[src/cfg_status_pkg.sv]
// Shared constants, types and register map of the configuration status block.
// Assumes a 250 MHz controller clock and byte-wide flash with one cycle of read latency.
package cfg_status_pkg;

   // ----------------------------------------------------------------
   // Timing
   // ----------------------------------------------------------------
   localparam int CLK_HZ = 250_000_000;
   localparam int CLK_NS = 4;
   localparam int CYC_PER_MS = CLK_HZ / 1000;
   localparam int CFG_PULSE_NS = 500;
   localparam int CFG_PULSE_CYC = (CFG_PULSE_NS + CLK_NS - 1) / CLK_NS;
   localparam int FAST_HALF_MS = 125;
   localparam int SLOW_HALF_MS = 500;
   localparam int FAST_HALF_CYC = FAST_HALF_MS * CYC_PER_MS;
   localparam int SLOW_HALF_CYC = SLOW_HALF_MS * CYC_PER_MS;
   localparam int AS_WAIT_MS = 200;
   localparam int DONE_WAIT_MS = 10;
   localparam int AS_WAIT_CYC = AS_WAIT_MS * CYC_PER_MS;
   localparam int DONE_WAIT_CYC = DONE_WAIT_MS * CYC_PER_MS;

   // ----------------------------------------------------------------
   // Flash layout
   // ----------------------------------------------------------------
   localparam int FADDR_W = 24;
   localparam logic [23:0] USER_BASE = 24'hC00000;
   localparam logic [23:0] FACT_BASE = 24'hE00000;
   localparam int IMG_BYTES = 32'h0010_0000;

   // ----------------------------------------------------------------
   // Register map
   // ----------------------------------------------------------------
   localparam logic [7:0] REG_CTRL = 8'h00;
   localparam logic [7:0] REG_STATUS = 8'h04;
   localparam logic [7:0] REG_IRQ_STATUS = 8'h08;
   localparam logic [7:0] REG_IRQ_CLEAR = 8'h0C;
   localparam logic [7:0] REG_IRQ_ENABLE = 8'h10;
   localparam int CTRL_START = 0;
   localparam int CTRL_FORCE_FACT = 1;
   localparam int ST_BUSY = 0;
   localparam int ST_LOADED = 1;
   localparam int ST_FAILED = 2;
   localparam int ST_SRC_LSB = 3;
   localparam int ST_LAMP_LSB = 8;
   localparam int EV_W = 5;
   localparam int EV_LOAD_SERIAL = 0;
   localparam int EV_LOAD_USER = 1;
   localparam int EV_LOAD_FACT = 2;
   localparam int EV_ERROR = 3;
   localparam int EV_FALLBACK = 4;

   // ----------------------------------------------------------------
   // Types
   // ----------------------------------------------------------------
   typedef enum logic [1:0] {SRC_SERIAL, SRC_USER, SRC_FACT} src_t;

   typedef struct packed {
      logic ce_n;
      logic [FADDR_W-1:0] addr;
   } flash_bus_t;

   typedef struct packed {
      logic config_n;
      logic as_mode;
      logic data_valid;
      logic [7:0] data;
   } tgt_ctrl_t;

   typedef struct packed {
      logic loading_lamp;
      logic error_lamp;
      logic user_image_lamp;
      logic factory_image_lamp;
      logic done_lamp;
      logic flash_activity_lamp;
   } lamps_t;

endpackage

[src/config_status_indicator.sv]
// Configuration sequencer of the board controller with its status lamps.
// Assumes all inputs synchronous to clk_i, flash data valid one cycle after address,
// and a target that raises conf_done when loaded and pulls status_n low on error.
// Function
// - Blink the loading lamp while bytes stream from flash into the target.
// - Light the error lamp when no flash image could be loaded.
// - User lamp on from user transfer start, kept on after success.
// - After a serial-memory load the user lamp blinks slowly.
// - Factory lamp on from factory transfer start, kept on after success.
// - Done lamp follows the target configuration-complete signal.
// - Flash activity lamp lights while flash chip enable is low.
// - Handle reset conditions and load target from flash or serial memory.
// - Try serial memory, then user image, then factory image; stop on success.
// - Factory button skips serial memory and user image.
// - Start on power-on, reset button, factory button or reconfig request.
// - User image at 0x00C00000, factory at 0x00E00000, 1 MB each.
`timescale 1ns/100ps
module config_status_indicator #(
   parameter int unsigned IMG_BYTES_P = cfg_status_pkg::IMG_BYTES,
   parameter int unsigned AS_WAIT_CYC_P = cfg_status_pkg::AS_WAIT_CYC,
   parameter int unsigned DONE_WAIT_CYC_P = cfg_status_pkg::DONE_WAIT_CYC,
   parameter int unsigned FAST_HALF_CYC_P = cfg_status_pkg::FAST_HALF_CYC,
   parameter int unsigned SLOW_HALF_CYC_P = cfg_status_pkg::SLOW_HALF_CYC
) (
   input wire logic clk_i, // Controller clock.
   input wire logic rst_i, // Synchronous reset, power-on.
   input wire logic ce_i, // Clock enable, freezes all state.
   input wire logic wb_cyc_i, // Wishbone cycle.
   input wire logic wb_stb_i, // Wishbone strobe.
   input wire logic wb_we_i, // Wishbone write enable.
   input wire logic [7:0] wb_adr_i, // Wishbone byte address.
   input wire logic [3:0] wb_sel_i, // Wishbone byte selects.
   input wire logic [31:0] wb_dat_i, // Wishbone write data.
   output logic [31:0] wb_dat_o, // Wishbone read data.
   output logic wb_ack_o, // Wishbone acknowledge.
   output cfg_status_pkg::flash_bus_t flash_o, // Flash chip enable and address.
   input wire logic [7:0] flash_data_i, // Flash read data.
   output cfg_status_pkg::tgt_ctrl_t tgt_o, // Target configuration pins.
   input wire logic tgt_status_n_i, // Target error, low active.
   input wire logic tgt_conf_done_i, // Target configuration complete.
   input wire logic tgt_reconfig_req_n_i, // Target reconfig request, low active.
   input wire logic factory_select_button_i, // Factory button pressed, high.
   input wire logic reset_and_configure_button_i, // Reset button pressed, high.
   output cfg_status_pkg::lamps_t lamps_o, // Status lamps, high is lit.
   output logic irq_o // Level interrupt.
);
   import cfg_status_pkg::*;

   typedef enum logic [2:0] {
      S_IDLE, S_PULSE, S_AS_WAIT, S_STREAM, S_DONE_WAIT, S_LOADED, S_FAILED
   } state_t;

   state_t state;
   src_t src;
   logic [31:0] cnt;
   logic start_pend;
   logic factory_pend;
   logic fact_btn_q;
   logic rst_btn_q;
   logic reconf_q;
   logic rd_pend;
   logic force_fact;
   logic sw_start;
   logic [EV_W-1:0] ev;
   logic [EV_W-1:0] irq_status;
   logic [EV_W-1:0] irq_enable;
   logic [31:0] fast_cnt;
   logic [31:0] slow_cnt;
   logic fast_blink;
   logic slow_blink;
   logic start_now;
   logic fact_now;
   logic wb_req;
   logic wb_wr;
   logic fact_only;

   function automatic logic [FADDR_W-1:0] src_base(input src_t s);
      return (s == SRC_FACT) ? FACT_BASE : USER_BASE;
   endfunction

   function automatic logic at_limit(input logic [31:0] c, input int unsigned lim);
      return c >= 32'(lim - 1);
   endfunction

   // ----------------------------------------------------------------
   // Start sources
   // ----------------------------------------------------------------
   // Buttons and the request line are level inputs; only their
   // leading edge starts a sequence so a held button does not loop.
   always_ff @(posedge clk_i) begin
      if (rst_i) begin
         fact_btn_q <= 1'b0;
         rst_btn_q <= 1'b0;
         reconf_q <= 1'b1;
      end else if (ce_i) begin
         fact_btn_q <= factory_select_button_i;
         rst_btn_q <= reset_and_configure_button_i;
         reconf_q <= tgt_reconfig_req_n_i;
      end
   end

   assign fact_now = factory_select_button_i & ~fact_btn_q;
   // A held force bit steers software starts only; power-on, the reset button and requests keep the order.
   assign fact_only = fact_now | (sw_start & force_fact);
   assign start_now = start_pend | fact_now | sw_start |
      (reset_and_configure_button_i & ~rst_btn_q) | (~tgt_reconfig_req_n_i & reconf_q);

   // ----------------------------------------------------------------
   // Sequencer
   // ----------------------------------------------------------------
   always_ff @(posedge clk_i) begin
      if (rst_i) begin
         state <= S_IDLE;
         src <= SRC_SERIAL;
         cnt <= 32'h0;
         start_pend <= 1'b1; // Power-on starts a load.
         factory_pend <= 1'b0;
         flash_o <= '{ce_n: 1'b1, addr: '0};
         tgt_o.config_n <= 1'b1;
         tgt_o.as_mode <= 1'b0;
         ev <= '0;
         rd_pend <= 1'b0;
         tgt_o.data_valid <= 1'b0;
         tgt_o.data <= 8'h00;
      end else if (ce_i) begin
         ev <= '0;
         start_pend <= 1'b0;
         // Each flash byte is captured one cycle after its address and
         // presented to the target with a one-cycle valid strobe.
         rd_pend <= ~flash_o.ce_n & ~start_now;
         tgt_o.data_valid <= rd_pend;
         if (rd_pend) begin
            tgt_o.data <= flash_data_i;
         end
         if (start_now) begin
            // A new start aborts any sequence in progress.
            factory_pend <= fact_only;
            state <= S_PULSE;
            src <= fact_only ? SRC_FACT : SRC_SERIAL;
            cnt <= 32'h0;
            flash_o.ce_n <= 1'b1;
            tgt_o.config_n <= 1'b0;
            tgt_o.as_mode <= ~fact_only;
         end else begin
            unique case (state)
               S_IDLE, S_LOADED, S_FAILED: begin
               end
               S_PULSE: begin
                  cnt <= cnt + 32'h1;
                  if (at_limit(cnt, CFG_PULSE_CYC)) begin
                     tgt_o.config_n <= 1'b1;
                     cnt <= 32'h0;
                     if (src == SRC_SERIAL) begin
                        state <= S_AS_WAIT;
                     end else begin
                        state <= S_STREAM;
                        flash_o.ce_n <= 1'b0;
                        flash_o.addr <= src_base(src);
                     end
                  end
               end
               S_AS_WAIT: begin
                  cnt <= cnt + 32'h1;
                  if (tgt_conf_done_i) begin
                     state <= S_LOADED;
                     ev[EV_LOAD_SERIAL] <= 1'b1;
                  end else if (!tgt_status_n_i || at_limit(cnt, AS_WAIT_CYC_P)) begin
                     // Serial memory failed: fall through to the user image.
                     state <= S_PULSE;
                     src <= SRC_USER;
                     cnt <= 32'h0;
                     tgt_o.config_n <= 1'b0;
                     tgt_o.as_mode <= 1'b0;
                     ev[EV_FALLBACK] <= 1'b1;
                  end
               end
               S_STREAM: begin
                  cnt <= cnt + 32'h1;
                  flash_o.addr <= flash_o.addr + 24'h1;
                  if (at_limit(cnt, IMG_BYTES_P)) begin
                     state <= S_DONE_WAIT;
                     flash_o.ce_n <= 1'b1;
                     cnt <= 32'h0;
                  end
               end
               S_DONE_WAIT: begin
                  cnt <= cnt + 32'h1;
                  if (tgt_conf_done_i && !rd_pend) begin
                     state <= S_LOADED;
                     ev[EV_LOAD_USER] <= (src == SRC_USER);
                     ev[EV_LOAD_FACT] <= (src == SRC_FACT);
                  end else if (!tgt_status_n_i || at_limit(cnt, DONE_WAIT_CYC_P)) begin
                     cnt <= 32'h0;
                     if (src == SRC_USER) begin
                        state <= S_PULSE;
                        src <= SRC_FACT;
                        tgt_o.config_n <= 1'b0;
                        ev[EV_FALLBACK] <= 1'b1;
                     end else begin
                        state <= S_FAILED;
                        ev[EV_ERROR] <= 1'b1;
                     end
                  end
               end
               default: state <= S_IDLE;
            endcase
         end
      end
   end

   // ----------------------------------------------------------------
   // Flash to target byte path
   // ----------------------------------------------------------------
   // The byte strobe and data live in the sequencer process: the target pins are one
   // struct, and a second process writing other fields of it would be a second driver.

   // ----------------------------------------------------------------
   // Blink dividers
   // ----------------------------------------------------------------
   // Free running so that all blinking lamps stay in phase.
   always_ff @(posedge clk_i) begin
      if (rst_i) begin
         fast_cnt <= 32'h0;
         fast_blink <= 1'b0;
      end else if (ce_i) begin
         fast_cnt <= fast_cnt + 32'h1;
         if (at_limit(fast_cnt, FAST_HALF_CYC_P)) begin
            fast_cnt <= 32'h0;
            fast_blink <= ~fast_blink;
         end
      end
   end

   always_ff @(posedge clk_i) begin
      if (rst_i) begin
         slow_cnt <= 32'h0;
         slow_blink <= 1'b0;
      end else if (ce_i) begin
         slow_cnt <= slow_cnt + 32'h1;
         if (at_limit(slow_cnt, SLOW_HALF_CYC_P)) begin
            slow_cnt <= 32'h0;
            slow_blink <= ~slow_blink;
         end
      end
   end

   // ----------------------------------------------------------------
   // Lamps
   // ----------------------------------------------------------------
   always_ff @(posedge clk_i) begin
      if (rst_i) begin
         lamps_o <= '0;
      end else if (ce_i) begin
         lamps_o.loading_lamp <= (state == S_STREAM) & fast_blink;
         lamps_o.error_lamp <= (state == S_FAILED);
         lamps_o.user_image_lamp <= ((src == SRC_USER) &&
            (state == S_STREAM || state == S_DONE_WAIT || state == S_LOADED)) ||
            ((src == SRC_SERIAL) && (state == S_LOADED) && slow_blink);
         lamps_o.factory_image_lamp <= (src == SRC_FACT) &&
            (state == S_STREAM || state == S_DONE_WAIT || state == S_LOADED);
         lamps_o.done_lamp <= tgt_conf_done_i;
         lamps_o.flash_activity_lamp <= ~flash_o.ce_n;
      end
   end

   // ----------------------------------------------------------------
   // Register bus
   // ----------------------------------------------------------------
   assign wb_req = wb_cyc_i & wb_stb_i & ~wb_ack_o;
   assign wb_wr = wb_req & wb_we_i & wb_sel_i[0];

   always_ff @(posedge clk_i) begin
      if (rst_i) begin
         wb_ack_o <= 1'b0;
         wb_dat_o <= 32'h0;
      end else if (ce_i) begin
         wb_ack_o <= wb_req;
         wb_dat_o <= 32'h0;
         if (wb_req && !wb_we_i) begin
            unique case (wb_adr_i)
               REG_CTRL: wb_dat_o[CTRL_FORCE_FACT] <= force_fact;
               REG_STATUS: begin
                  wb_dat_o[ST_BUSY] <= (state != S_IDLE) &&
                     (state != S_LOADED) && (state != S_FAILED);
                  wb_dat_o[ST_LOADED] <= (state == S_LOADED);
                  wb_dat_o[ST_FAILED] <= (state == S_FAILED);
                  wb_dat_o[ST_SRC_LSB +: 2] <= src;
                  wb_dat_o[ST_LAMP_LSB +: $bits(lamps_t)] <= lamps_o;
               end
               REG_IRQ_STATUS: wb_dat_o[EV_W-1:0] <= irq_status;
               REG_IRQ_ENABLE: wb_dat_o[EV_W-1:0] <= irq_enable;
               default: wb_dat_o <= 32'h0;
            endcase
         end
      end
   end

   always_ff @(posedge clk_i) begin
      if (rst_i) begin
         force_fact <= 1'b0;
         sw_start <= 1'b0;
         irq_enable <= '0;
      end else if (ce_i) begin
         sw_start <= 1'b0;
         if (wb_wr && wb_adr_i == REG_CTRL) begin
            sw_start <= wb_dat_i[CTRL_START];
            force_fact <= wb_dat_i[CTRL_FORCE_FACT];
         end
         if (wb_wr && wb_adr_i == REG_IRQ_ENABLE) begin
            irq_enable <= wb_dat_i[EV_W-1:0];
         end
      end
   end

   // ----------------------------------------------------------------
   // Interrupts
   // ----------------------------------------------------------------
   // A new event in the cycle of a clear keeps its bit set.
   always_ff @(posedge clk_i) begin
      if (rst_i) begin
         irq_status <= '0;
      end else if (ce_i) begin
         if (wb_wr && wb_adr_i == REG_IRQ_CLEAR) begin
            irq_status <= (irq_status & ~wb_dat_i[EV_W-1:0]) | ev;
         end else begin
            irq_status <= irq_status | ev;
         end
      end
   end

   always_ff @(posedge clk_i) begin
      if (rst_i) begin
         irq_o <= 1'b0;
      end else if (ce_i) begin
         irq_o <= |(irq_status & irq_enable);
      end
   end

endmodule // config_status_indicator

[config.mk]
export PLATFORM = sky130hd
export DESIGN_NAME = config_status_indicator
export DESIGN_NICKNAME = d
export VERILOG_FILES = /design/src/cfg_status_pkg.sv /design/src/config_status_indicator.sv
export SDC_FILE = /design/constraint.sdc
export NUM_CORES = 1
export LEC_CHECK = 0
export BUFFER_PORTS_ARGS = -buffer_cell sky130_fd_sc_hd__buf_2
export CAP_MARGIN = 20
export CORE_MARGIN = 2
export CORE_UTILIZATION = 52
export CTS_CLUSTER_DIAMETER = 200
export DETAILED_ROUTE_END_ITERATION = 10
export PLACE_DENSITY = 0.74
export SYNTH_ARGS = -nofsm -noshare
export SYNTH_HDL_FRONTEND = slang
export SYNTH_SLANG_ARGS = --single-unit
[constraint.sdc]
create_clock -name clk_i -period 2.35 [get_ports clk_i]
set_input_delay 0.235 -clock clk_i [delete_from_list [all_inputs] [get_ports clk_i]]
set_output_delay 0.235 -clock clk_i [all_outputs]
set_load 0.05 [all_outputs]
* After elaboration in Yosys (flattened, before gate mapping) *
Cells that the tools add are included.

word-level totals
  word-level logic and storage cells = 205
  output and inout port bits = 76
  flip-flop bits (word level) = 201
  bits of input ports = 63

cells by class
  order comparisons = 6
  equality and inequality tests = 28
  bitwise gates (word level) = 29
  reduce and logical (&&, ||, !) cells = 44
  muxes and demuxes = 62
  $add $sub $neg = 4

operators by type and width
  operator                 count
  $mux W32                 9
  $pmux W32 S4             1
  $add A32 B1 Y32 const B  3
  $mux W25                 2
  $pmux W25 S2             1
  $ge A32 B20 Y1 const B   1
  $ge A32 B22 Y1 const B   1
  $ge A32 B25 Y1 const B   1
  $ge A32 B26 Y1 const B   1
  $ge A32 B27 Y1 const B   1
  $ge A32 B7 Y1 const B    1
  $ne A3 B3 Y1 const B     10
  $mux W3                  9
  $mux W2                  13
  $add A24 B1 Y24 const B  1
  $mux W22                 1
  $eq A8 B4 Y1 const B     2
  $mux W1                  15
  $pmux W3 S5              1
  $mux W14                 1
  $reduce_and A2 Y1        6
  $logic_and A1 B1 Y1      11
  $and A1 B1 Y1            10
  $and A5 B5 Y5            2
  37 further kinds         69

* Longest topological paths before layout *
Gate-level depths: netlist of run 1.

  depth in word-level cells = 8
  depth in mapped cells = 12
  depth with buffers taken out = 8

* Worst setup path before layout of run 1 *
No wires, ideal clock.

  kind = reg2reg
  start point = reg cnt[1]
  end point = reg cnt[17]
  clock period less this slack = 2.590 ns
  buffers on the path = 1
  arrival = 2.473 ns
  setup time = 0.117 ns
  required time = 2.233 ns
  slack = -0.240 ns
  stages on the path, launching flop included = 10
  cell sequence = dfxtp_1 > ha_1 > inv_1 > or4_1 > a2111oi_2 > o311a_2 > nor4_4 > buf_4 > a21o_1 > a22o_1

on the way
  cells in the longest elaborated chain, start to end = 6
  elaborated cells on any way between the ends = 15
  classes of those cells = add/sub (1); order compare (4); mux (8); reduce/logical (2)

RTL lines
  item                                                     line                                                            RTL
  from (decl)                                              config_status_indicator.sv:55                                   logic [31:0] cnt;
  from (signal assigned)                                   config_status_indicator.sv:149                                  cnt <= cnt + 32'h1;
  from (signal assigned)                                   config_status_indicator.sv:163                                  cnt <= cnt + 32'h1;
  from (signal assigned)                                   config_status_indicator.sv:178                                  cnt <= cnt + 32'h1;
  $ge A32 B22 Y1 / $ge A32 B26 Y1 (equally long branches)  config_status_indicator.sv:82                                   return c >= 32'(lim - 1);
  $logic_or A1 B1 Y1 (on tied branches)                    config_status_indicator.sv:192, config_status_indicator.sv:167
  $mux W32 (on tied branches)                              config_status_indicator.sv:192, config_status_indicator.sv:167
  $mux W32 (on tied branches)                              config_status_indicator.sv:188, config_status_indicator.sv:164
  $pmux W32 S4 (*)                                         config_status_indicator.sv:145                                  unique case (state)
  $mux W32 (*)                                             config_status_indicator.sv:135                                  if (start_now) begin

Mark *: on every way between the ends. The rest lies on a longest branch, timed or not.
A chain may end at the register's enable or synchronous reset.

* Worst setup path in the final report of run 1 *
  start point = reg cnt[10]
  end point = reg cnt[9]

Same word-level chain as after synthesis.

==> flow_summary.toml, run 1 <==
[run]
cap_viol_max_count = 0

[logic_synthesis]
synthFlopType = "dfxtp_1"
yosysUniqueCellTypes = 67
ys_ff_latch = 180
synth_area_leader_cell = "dfxtp_1"
async_reset_ff_share_pct = 0
synthTopCellsByArea = "dfxtp_1 (40%), nor2_1 (7.4%), xor2_1 (5.4%)"
synthesis.area_um2 = 8960
yosysWarnings = 0
yosysTopAreaCellShare_pct = 40.2
synth_commonest_cells = "dfxtp_1 (180), nor2_1 (177), nand2_1 (95)"
syn_avg_cell_area_um2 = 8.13
ys_seq_area_share_pct = 40.2
synth.most_common_cell = "dfxtp_1"
synth_cells = 1102
synth_edf_count = 0

[timing]
hold_viol = 0
slew_violations = 0
setup_violations = 28
fin_crit_ns = 2.53
max_freq_ghz = 0.396
finalSetupTns_ns = -1.76
slew_headroom_pct = 63.9
worst_slack_ns = -0.178
clock_skew_ns = 0.0145
fin_crit_sh_pct = 108
tightest_slew_ns = 0.533
rsz0062_at_grt = "true"

[placed_design]
pre_cts_ws_ns = -0.159
io_buffer_count = 87
place.gp.congestion = 0.879
dp_hpwl_mm = 15.8
placedCellCount = 1467

[die]
core_area_um2 = 16700
die_w_um = 135
start_util_pct = 53.7
pin_count = 139
die_area_um2 = 18300
rows = 47
die_h_um = 135

[setup_path]
cp-end-kind = "flip-flop"
crit_type = "reg -> reg"
cp_max_fo = 6
critPathArrivalTime_ns = 2.89
required_ns = 2.72
crit_path_start_kind = "flip-flop"

[power]
leakage_nw = 4.48
clockPowerShare_pct = 43.9
p_sw_mw = 1.55
p_per_area_nw_per_um2 = 554
ir_drop_uv = 536
finalPower_mw = 6.32
internal_power_mw = 4.77
swShare_pct = 24.5
pwr-share-comb_pct = 7.3
power_frac_seq_pct = 48.9

[detailed_routing]
vias = 8618
drt_wl_total_mm = 23.4
viasPerCell = 5.68
remaining_drc_errors = 0
drtIter0Drc = 720
avgRoutedWirePerCell_um = 15.4
drtPass1Iterations = 9
drtAntennaViolNets = 0

[global_route]
gr-total-overflow = 0
grt_pass1_vias = 7947
grt_use_total_pct = 24.7
antenna_found_initial = 0
grt_pass1_wl_mm = 37.2
grt_max_degree = 40

[cts]
numCtsBuffers = 17
clock_path_buffers = 2
root_buffer = "clkbuf_16"
numClockSinks = 180
hold_buffers = 0
path_clk_slew_ns = 0.06
htreeDepth = 4
cts_tree = "built"
clock_latency_ns = 0.44

[hold_path]
hold_class = "in -> reg"

[cells_and_area]
area_growth_pct = 27.4
stdcell_count = 1517
antenna_cells = 0
layout-drive-gt1-share_pct = 25.4
nNetsFinal = 1353

[status]
violations = "setup timing"
status = "complete, but fails checks"
-- routing by layer --
metal	vias to the layer above	routed length, um	share of wire (%)	track usage, %
met5	-	0	0	0
met4	0	503	2.2	8.39
met3	50	1370	5.9	5.16
met2	278	11300	48	39.9
met1	4072	10200	44	32.9
li1	4218	-	-	-
-- what timing repair did --
item | in CTS | in global routing
cloned | 1 | 1
pin swaps | 7 | 27
setup buffers | 7 | 13
setup endpoints to repair | 32 | 92
gates resized for setup | 30 | 67
-- metrics by stage --
| step | instance area, um2 | util [%] | hold WS [ns] |
|---|---|---|---|
| after floorplan | 9090 | - | 0.357 |
| after CTS | 11000 | 66.1 | 0.0147 |
| after detailed placement | 10300 | 61.8 | 0.443 |
| after global placement | 10300 | 61.8 | 0.437 |
| final | 11400 | 68.3 | 0.0296 |
| after global routing | 11400 | 68.3 | 0.0258 |
-- area by class of cell --
class | instances | area, um2
clock buffer | 22 | 474
timing repair buffer | 221 | 1530
tap | 220 | 275
multi-input combinational | 841 | 5340
sequential | 180 | 3610
clock inverter | 9 | 95.1
fill | 1349 | 5290
inverter | 24 | 90.1
-- kinds of logic (layout without fill, tap and decap cells) --
group | Yosys count | in the layout | synth area share [%]
simple gates | 531 | 532 | 29.7
flops | 180 | 180 | 40.2
compound gates | 172 | 172 | 12.9
buf+inv | 102 | 276 | 5.26
xor+xnor | 87 | 87 | 8.50
mux | 24 | 24 | 2.68
fa+ha+maj | 5 | 5 | 0.698
other cells | 1 | 21 | 0.0418
-- cells in the final DEF, fill, tap and decap left out, types with 12 or more instances in the layout --
master and count:
dfxtp_1 175, nor2_1 174, buf_4 117, nand2_1 93, buf_2 87, xor2_1 55, nand3_1 54, a21oi_1 47
nand4_1 44, xnor2_1 32, and3_1 29, mux2i_1 24, inv_1 23, conb_1 21, nor3_1 19, a22oi_1 18
clkbuf_16 17, a21oi_2 16, nand2b_1 15, buf_6 14, and4_1 12, o21ai_0 12
-- worst paths after layout --
path | end | depth (start not counted) | slack, ns | start
min reg2reg | tgt_o[0]$_SDFFE_PP0P_ | 2 | 0.45 | tgt_o[0]$_SDFFE_PP0P_
min | reconf_q$_SDFFE_PP1P_ | 2 | 0.03 | tgt_reconfig_req_n_i
max reg2reg | cnt[9]$_SDFFE_PP0P_ | 7 | -0.18 | cnt[10]$_SDFFE_PP0P_
max | cnt[9]$_SDFFE_PP0P_ | 7 | -0.18 | cnt[10]$_SDFFE_PP0P_
-- state kept, by name, indices dropped and copies added (netlist names), 6 cells and up --
| signal | flops |
|---|---|
| fast_cnt | 32 |
| slow_cnt | 32 |
| tgt_o | 11 |
| flash_o | 25 |
| lamps_o | 6 |
| cnt | 32 |
| wb_dat_o | 11 |
-- critical path: stages, from the launching register on --
cell and delay (ns):
dfxtp_2 0.32, or4_4 0.57, a211oi_4 0.22, nand3_2 0.11, o31a_1 0.31, or3_4 0.43
or3_1 0.36, mux2i_1 0.12
-- power by group through the flow --
stage	registers [mW]	clock network (mW)	logic, mW
global placement	3.16	0	0.412
CTS	3.09	2.82	0.426
global route	3.09	2.95	0.492
detailed placement	3.16	0	0.419
floorplan	3.18	0	0.281
finish	3.09	2.78	0.459
Power figures use the tool's default switching activity.
==> run 2, diff against run 1 <==
--- a/config.mk
+++ b/config.mk
@@ -8,10 +8,12 @@
 export BUFFER_PORTS_ARGS = -buffer_cell sky130_fd_sc_hd__buf_2
 export CAP_MARGIN = 20
 export CORE_MARGIN = 2
-export CORE_UTILIZATION = 52
+export CORE_UTILIZATION = 57
 export CTS_CLUSTER_DIAMETER = 200
+export CTS_CLUSTER_SIZE = 24
 export DETAILED_ROUTE_END_ITERATION = 10
-export PLACE_DENSITY = 0.74
+export PLACE_DENSITY = 0.77
+export RECOVER_POWER = 50
 export SYNTH_ARGS = -nofsm -noshare
 export SYNTH_HDL_FRONTEND = slang
 export SYNTH_SLANG_ARGS = --single-unit
==> constraint.sdc (replaced) <==
create_clock -name clk_i -period 2.6 [get_ports clk_i]
set_input_delay 0.26 -clock clk_i [delete_from_list [all_inputs] [get_ports clk_i]]
set_output_delay 0.26 -clock clk_i [all_outputs]
set_load 0.05 [all_outputs]
==> run 2 against run 1 <==
  * Critical path type unchanged
  * Worst hold slack better by 0.020 ns
  * The flow now finishes without violations
  * Non-clock buffer count is 62 lower
  * Via count is 4.1% lower
  * Critical path depth stayed put
  * Design area is 7.3% lower
  * Utilization is 0.97 points higher
==> flow_summary.toml, run 2 (synthesis results as in run 1) <==
[hold_path]
hold_class = "in -> reg"

[timing]
tightest_slew_ns = 0.533
rsz0062_at_grt = "true"
slew_violations = 0
fin_crit_ns = 2.58
slew_headroom_pct = 64.2
finalSetupTns_ns = 0
hold_viol = 0
fin_crit_sh_pct = 99.1
max_freq_ghz = 0.388
setup_violations = 0
clock_skew_ns = 0.0101
holdWs_ns = 0.0498

[setup_path]
r2r_slack_ns = 0.02
crit_buf_inv = 0
path_common_cell = "or3_4"
crit_type = "reg -> reg"
critPathArrivalTime_ns = 2.94
crit_chain = "or4_4, a211oi_4, nand3_2, o31a_1, or3_4, or3_4, mux2i_1"
cp-end-kind = "flip-flop"
required_ns = 2.96
cp_max_fo = 6
slowest_delay_ns = 0.57
crit_family = "simple AND/OR/NAND/NOR gates"
slowest_stage = "or4_4"
crit_path_start_kind = "flip-flop"

[detailed_routing]
drt_wl_total_mm = 21.7
vias = 8268
viasPerCell = 5.72
avgRoutedWirePerCell_um = 15.0
drtPass1Iterations = 9
remaining_drc_errors = 0
drtIter0Drc = 655
drtAntennaViolNets = 0

[power]
ir_drop_uv = 467
leakage_nw = 4.10
p_per_area_nw_per_um2 = 535
finalPower_mw = 5.66

[die]
die_w_um = 129
rows = 45
die_area_um2 = 16700
core_area_um2 = 15300
pin_count = 139
start_util_pct = 58.7
die_h_um = 129

[placed_design]
place.gp.congestion = 0.877
dp_hpwl_mm = 15.1
io_buffer_count = 87

[cells_and_area]
largestRegisters = "cnt: 32 flops, fast_cnt: 32 flops, slow_cnt: 32 flops"
antenna_cells = 0
final_common_cell = "dfxtp_1"
layout-drive-gt1-share_pct = 17.3
layout_common_cells = "dfxtp_1 (179), nor2_1 (177), nand2_1 (95)"
fin_util_pct = 69.3
nNetsFinal = 1290
fillers = 1238
area_growth_pct = 18.0

[cts]
clock_latency_ns = 0.43
root_buffer = "clkbuf_16"
cts_tree = "built"
path_clk_slew_ns = 0.07
clock_path_buffers = 2
numClockSinks = 180
hold_buffers = 0
htreeDepth = 4
numCtsBuffers = 17

[global_route]
grt_pass1_wl_mm = 35.1
grt_max_degree = 73
grt_pass1_vias = 7420
antenna_found_initial = 0
gr-total-overflow = 0
grt_use_total_pct = 25.7

[run]
cap_viol_max_count = 0

[status]
status = "completed"
## run 2: path summary, 6_finish.rpt
path | to | startpoint | depth (start not counted)
min | reconf_q$_SDFFE_PP1P_ | tgt_reconfig_req_n_i | 2
max reg2reg | cnt[29]$_SDFFE_PP0P_ | cnt[8]$_SDFFE_PP0P_ | 7
min reg2reg | tgt_o[3]$_SDFFE_PP0P_ | tgt_o[3]$_SDFFE_PP0P_ | 2
max | cnt[29]$_SDFFE_PP0P_ | cnt[8]$_SDFFE_PP0P_ | 7
## run 2: worst register-to-register path: cells and delay by family (launching register included)
family,cells,cell delay [ns]
flip-flops,1,0.32
multiplexers,1,0.12
AND/OR/NAND/NOR,4,1.50
AO/OA/AOI/OAI,2,0.57
## run 2: timing repair
action / 4_1_cts / 5_1_grt
resized for setup: 3 / 13
setup buffers: 2 / 3
endpoints found under the setup margin: 8 / 29
pin swaps: 3 / 6
hold endpoints to repair: 0 / 0
gates cloned: 0 / 0
## run 2: per-stage QoR
| step | worst slack [ns] | area, um2 | std cells |
|---|---|---|---|
| after floorplan | 0.0104 | 9040 | 1122 |
| after global placement | 0.0274 | 9880 | 1409 |
| after detailed placement | -0.0103 | 9880 | 1409 |
| after CTS | 0.0235 | 10500 | 1442 |
| after global routing | -0.0359 | 10600 | 1445 |
| final | 0.0246 | 10600 | 1445 |
## run 2: metal layers
layer	part of all wire [%]	global-route usage, %	vias to the layer above	wire length, um
met5	0	0	-	0
met4	1.5	8.31	0	317
met3	5.8	5.62	29	1260
met2	48	41.8	248	10300
met1	45	34.2	3904	9790
li1	-	-	4087	-
## run 2: power breakdown
part           internal (mW)  switching [mW]  total [mW]
clock                   1.37            1.13        2.50
combinational          0.107           0.263       0.369
sequential              2.78          0.0155        2.79
total                   4.25            1.41        5.66
## run 2: layout make-up
cell class | count | area [um2] | area share (%)
timing repair buffer | 159 | 1000 | 9.46
clock buffer | 20 | 447 | 4.22
sequential | 180 | 3600 | 34.1
clock inverter | 11 | 120 | 1.14
inverter | 24 | 90.1 | 0.852
multi-input combinational | 840 | 5050 | 47.7
tap | 211 | 264 | 2.50
==> run 3, diff against run 2 <==
--- a/config.mk
+++ b/config.mk
@@ -5,14 +5,16 @@
 export SDC_FILE = /design/constraint.sdc
 export NUM_CORES = 1
 export LEC_CHECK = 0
+export ABC_AREA = 1
 export BUFFER_PORTS_ARGS = -buffer_cell sky130_fd_sc_hd__buf_2
 export CAP_MARGIN = 20
 export CORE_MARGIN = 2
-export CORE_UTILIZATION = 57
+export CORE_UTILIZATION = 58
+export CTS_BUF_LIST = sky130_fd_sc_hd__clkbuf_8
 export CTS_CLUSTER_DIAMETER = 200
 export CTS_CLUSTER_SIZE = 24
 export DETAILED_ROUTE_END_ITERATION = 10
-export PLACE_DENSITY = 0.77
+export PLACE_DENSITY = 0.78
 export RECOVER_POWER = 50
 export SYNTH_ARGS = -nofsm -noshare
 export SYNTH_HDL_FRONTEND = slang
==> run 3 against run 2 <==
  * Clock skew up 0.0025 ns
  * Synthesized cell count up 31%
  * Largest power group unchanged
  * Sequential cell count unchanged
  * Utilization down 4.3 points
  * Combinational power up 20%
  * Global-route usage up 1.8 points
  * Largest cell class unchanged
==> flow_summary.toml, run 3 <==
[status]
status = "completed"

[logic_synthesis]
synth_area_leader_cell = "dfxtp_1"
yosysUniqueCellTypes = 50
synthAdderAreaFrac_pct = 0.639
yosysTopAreaCellShare_pct = 36.8
synth-simple-area-share_pct = 35.7
synth_commonest_cells = "nand2_1 (305), nor2_1 (211), dfxtp_1 (180)"
yosysWarnings = 0
synthFlopType = "dfxtp_1"
synth_compound_area_share_pct = 10.9
synth_cells = 1448
synthTopCellsByArea = "dfxtp_1 (37%), nand2_1 (12%), nor2_1 (8.1%)"
synth_mux_area_share_pct = 0
ys_ff_latch = 180
synth.most_common_cell = "nand2_1"
syn_avg_cell_area_um2 = 6.76
synth_top_family_by_area = "simple AND/OR/NAND/NOR gates"
synth-xor-area-share_pct = 6.17
synth_edf_count = 0
ys_seq_area_share_pct = 36.8
synthesis.area_um2 = 9800
async_reset_ff_share_pct = 0

[detailed_routing]
drtPass1Iterations = 5
drt_wl_total_mm = 24.2
dr_wl_met2_mm = 11.2
drtAntennaViolNets = 0
drtIter0Drc = 654
viasPerCell = 5.37
met3_wirelength_mm = 1.32
top_layer_used = "met4"
vias = 9467
remaining_drc_errors = 0
m1WireLength_mm = 11.2
avgRoutedWirePerCell_um = 13.7

[die]
die_h_um = 134
die_area_um2 = 17900
die_w_um = 134
pin_count = 139
core_area_um2 = 16500
rows = 47
start_util_pct = 59.3

[cells_and_area]
layout-drive-gt1-share_pct = 8.56
area_growth_pct = 9.62
nNetsFinal = 1597
antenna_cells = 0
layout_common_cells = "nand2_1 (305), nor2_1 (211), dfxtp_1 (180)"
largestRegisters = "cnt: 32 flops, fast_cnt: 32 flops, slow_cnt: 32 flops"
final_common_cell = "nand2_1"
fin_util_pct = 65.0

[setup_path]
crit_path_start_kind = "flip-flop"
cp_max_fo = 6
r2r_cells = 12
crit_type = "reg -> reg"
cp-end-kind = "flip-flop"
required_ns = 2.93
critPathArrivalTime_ns = 2.63
r2r_slack_ns = 0.31

[placed_design]
io_buffer_count = 87
place.gp.congestion = 0.963
dp_hpwl_mm = 17.3
pre_cts_ws_ns = 0.402

[timing]
holdWs_ns = 0.0301
clock_skew_ns = 0.0126
hold_viol = 0
slew_headroom_pct = 31.8
fin_crit_ns = 2.29
finalSetupTns_ns = 0
setup_violations = 0
max_freq_ghz = 0.436
fin_crit_sh_pct = 88.1
rsz0062_at_grt = "false"
tightest_slew_ns = 1.02
worst_slack_ns = 0.309
slew_violations = 0

[hold_path]
holdPathStages = 3
hold_class = "in -> reg"

[global_route]
grt_max_degree = 51
antenna_found_initial = 0
grt_pass1_vias = 8734
gr-total-overflow = 0
grt_use_total_pct = 27.6
grt_pass1_wl_mm = 40.8

[cts]
root_buffer = "clkbuf_8"
numClockSinks = 180
cts_tree = "built"
hold_buffers = 5
post_cts_resized = 0
post_cts.repair.setup_buffers = 0
clock_latency_ns = 0.48
numCtsBuffers = 17
path_clk_slew_ns = 0.10
htreeDepth = 4
clock_path_buffers = 2

[power]
leakage_nw = 3.98
p_per_area_nw_per_um2 = 497
ir_drop_uv = 342

[run]
cap_viol_max_count = 0
run 3: cell types whose count changed in the layout (fill, tap and decap cells not counted), moves of 18 or more:
cell / delta
nand2_1: +210
inv_1: +118
buf_4: -58
buf_2: -56
clkbuf_1: +54
a21oi_1: +45
nor3_1: +39
nor2_1: +34
o21ai_0: +29
nand3_1: +26
and3_1: -24
mux2i_1: -24
a22oi_1: -18
nand2b_1: -18
run 3: critical path: stages (launching register included):
cell	delay (ns)
dfxtp_1	0.43
ha_1	0.25
nand2_2	0.10
nor2_4	0.17
nand3_2	0.18
nor2_4	0.21
nand2_2	0.11
nand2_1	0.08
nor2_1	0.05
nor2_2	0.16
nand3_2	0.17
o21ai_1	0.18
nor2_1	0.05
run 3: kinds of logic after synthesis:
group | after synthesis
AND/OR/NAND/NOR | 778
buffers and inverters | 219
AO/OA/AOI/OAI | 196
flip-flops | 180
XOR/XNOR | 69
adder cells (fa/ha/maj) | 5
other | 1
run 3: where the power goes:
group          total (mW)  internal [mW]  leakage (nW)  switching (mW)
registers            2.81           2.78          1.45          0.0252
logic               0.444          0.103          2.31           0.341
clock network        2.09          0.977         0.217            1.11
run 3: through the flow:
step                      cell area (um2)  cells  power (mW)
after floorplan                      9870   1468        3.22
after global placement              10300   1725        3.31
after detailed placement            10300   1725        3.31
after CTS                           10800   1762        5.38
after global routing                10700   1762        5.53
final                               10700   1762        5.34
run 3: cell type report:
class	count	area (um2)
fill	1543	5790
clock buffer	17	234
clock inverter	15	195
multi-input combinational	1069	5310
sequential	180	3600
timing repair buffer	108	541
inverter	153	581
tap	220	275
run 3: path summary, 6_finish.rpt:
check,start,to
worst max register to register,cnt[1]$_SDFFE_PP0P_,state[2]$_SDFFE_PP0P_
worst max-delay path,cnt[1]$_SDFFE_PP0P_,state[2]$_SDFFE_PP0P_
worst min-delay path,flash_data_i[1],tgt_o[1]$_SDFFE_PP0P_
worst min register to register,slow_cnt[31]$_SDFFE_PP0P_,slow_cnt[31]$_SDFFE_PP0P_
run 3: per-layer routing:
layer | vias up | global-route usage (%)
met4 | 0 | 9.52
li1 | 4845 | -
met2 | 265 | 45.2
met3 | 40 | 4.76
met1 | 4317 | 36.8
met5 | - | 0
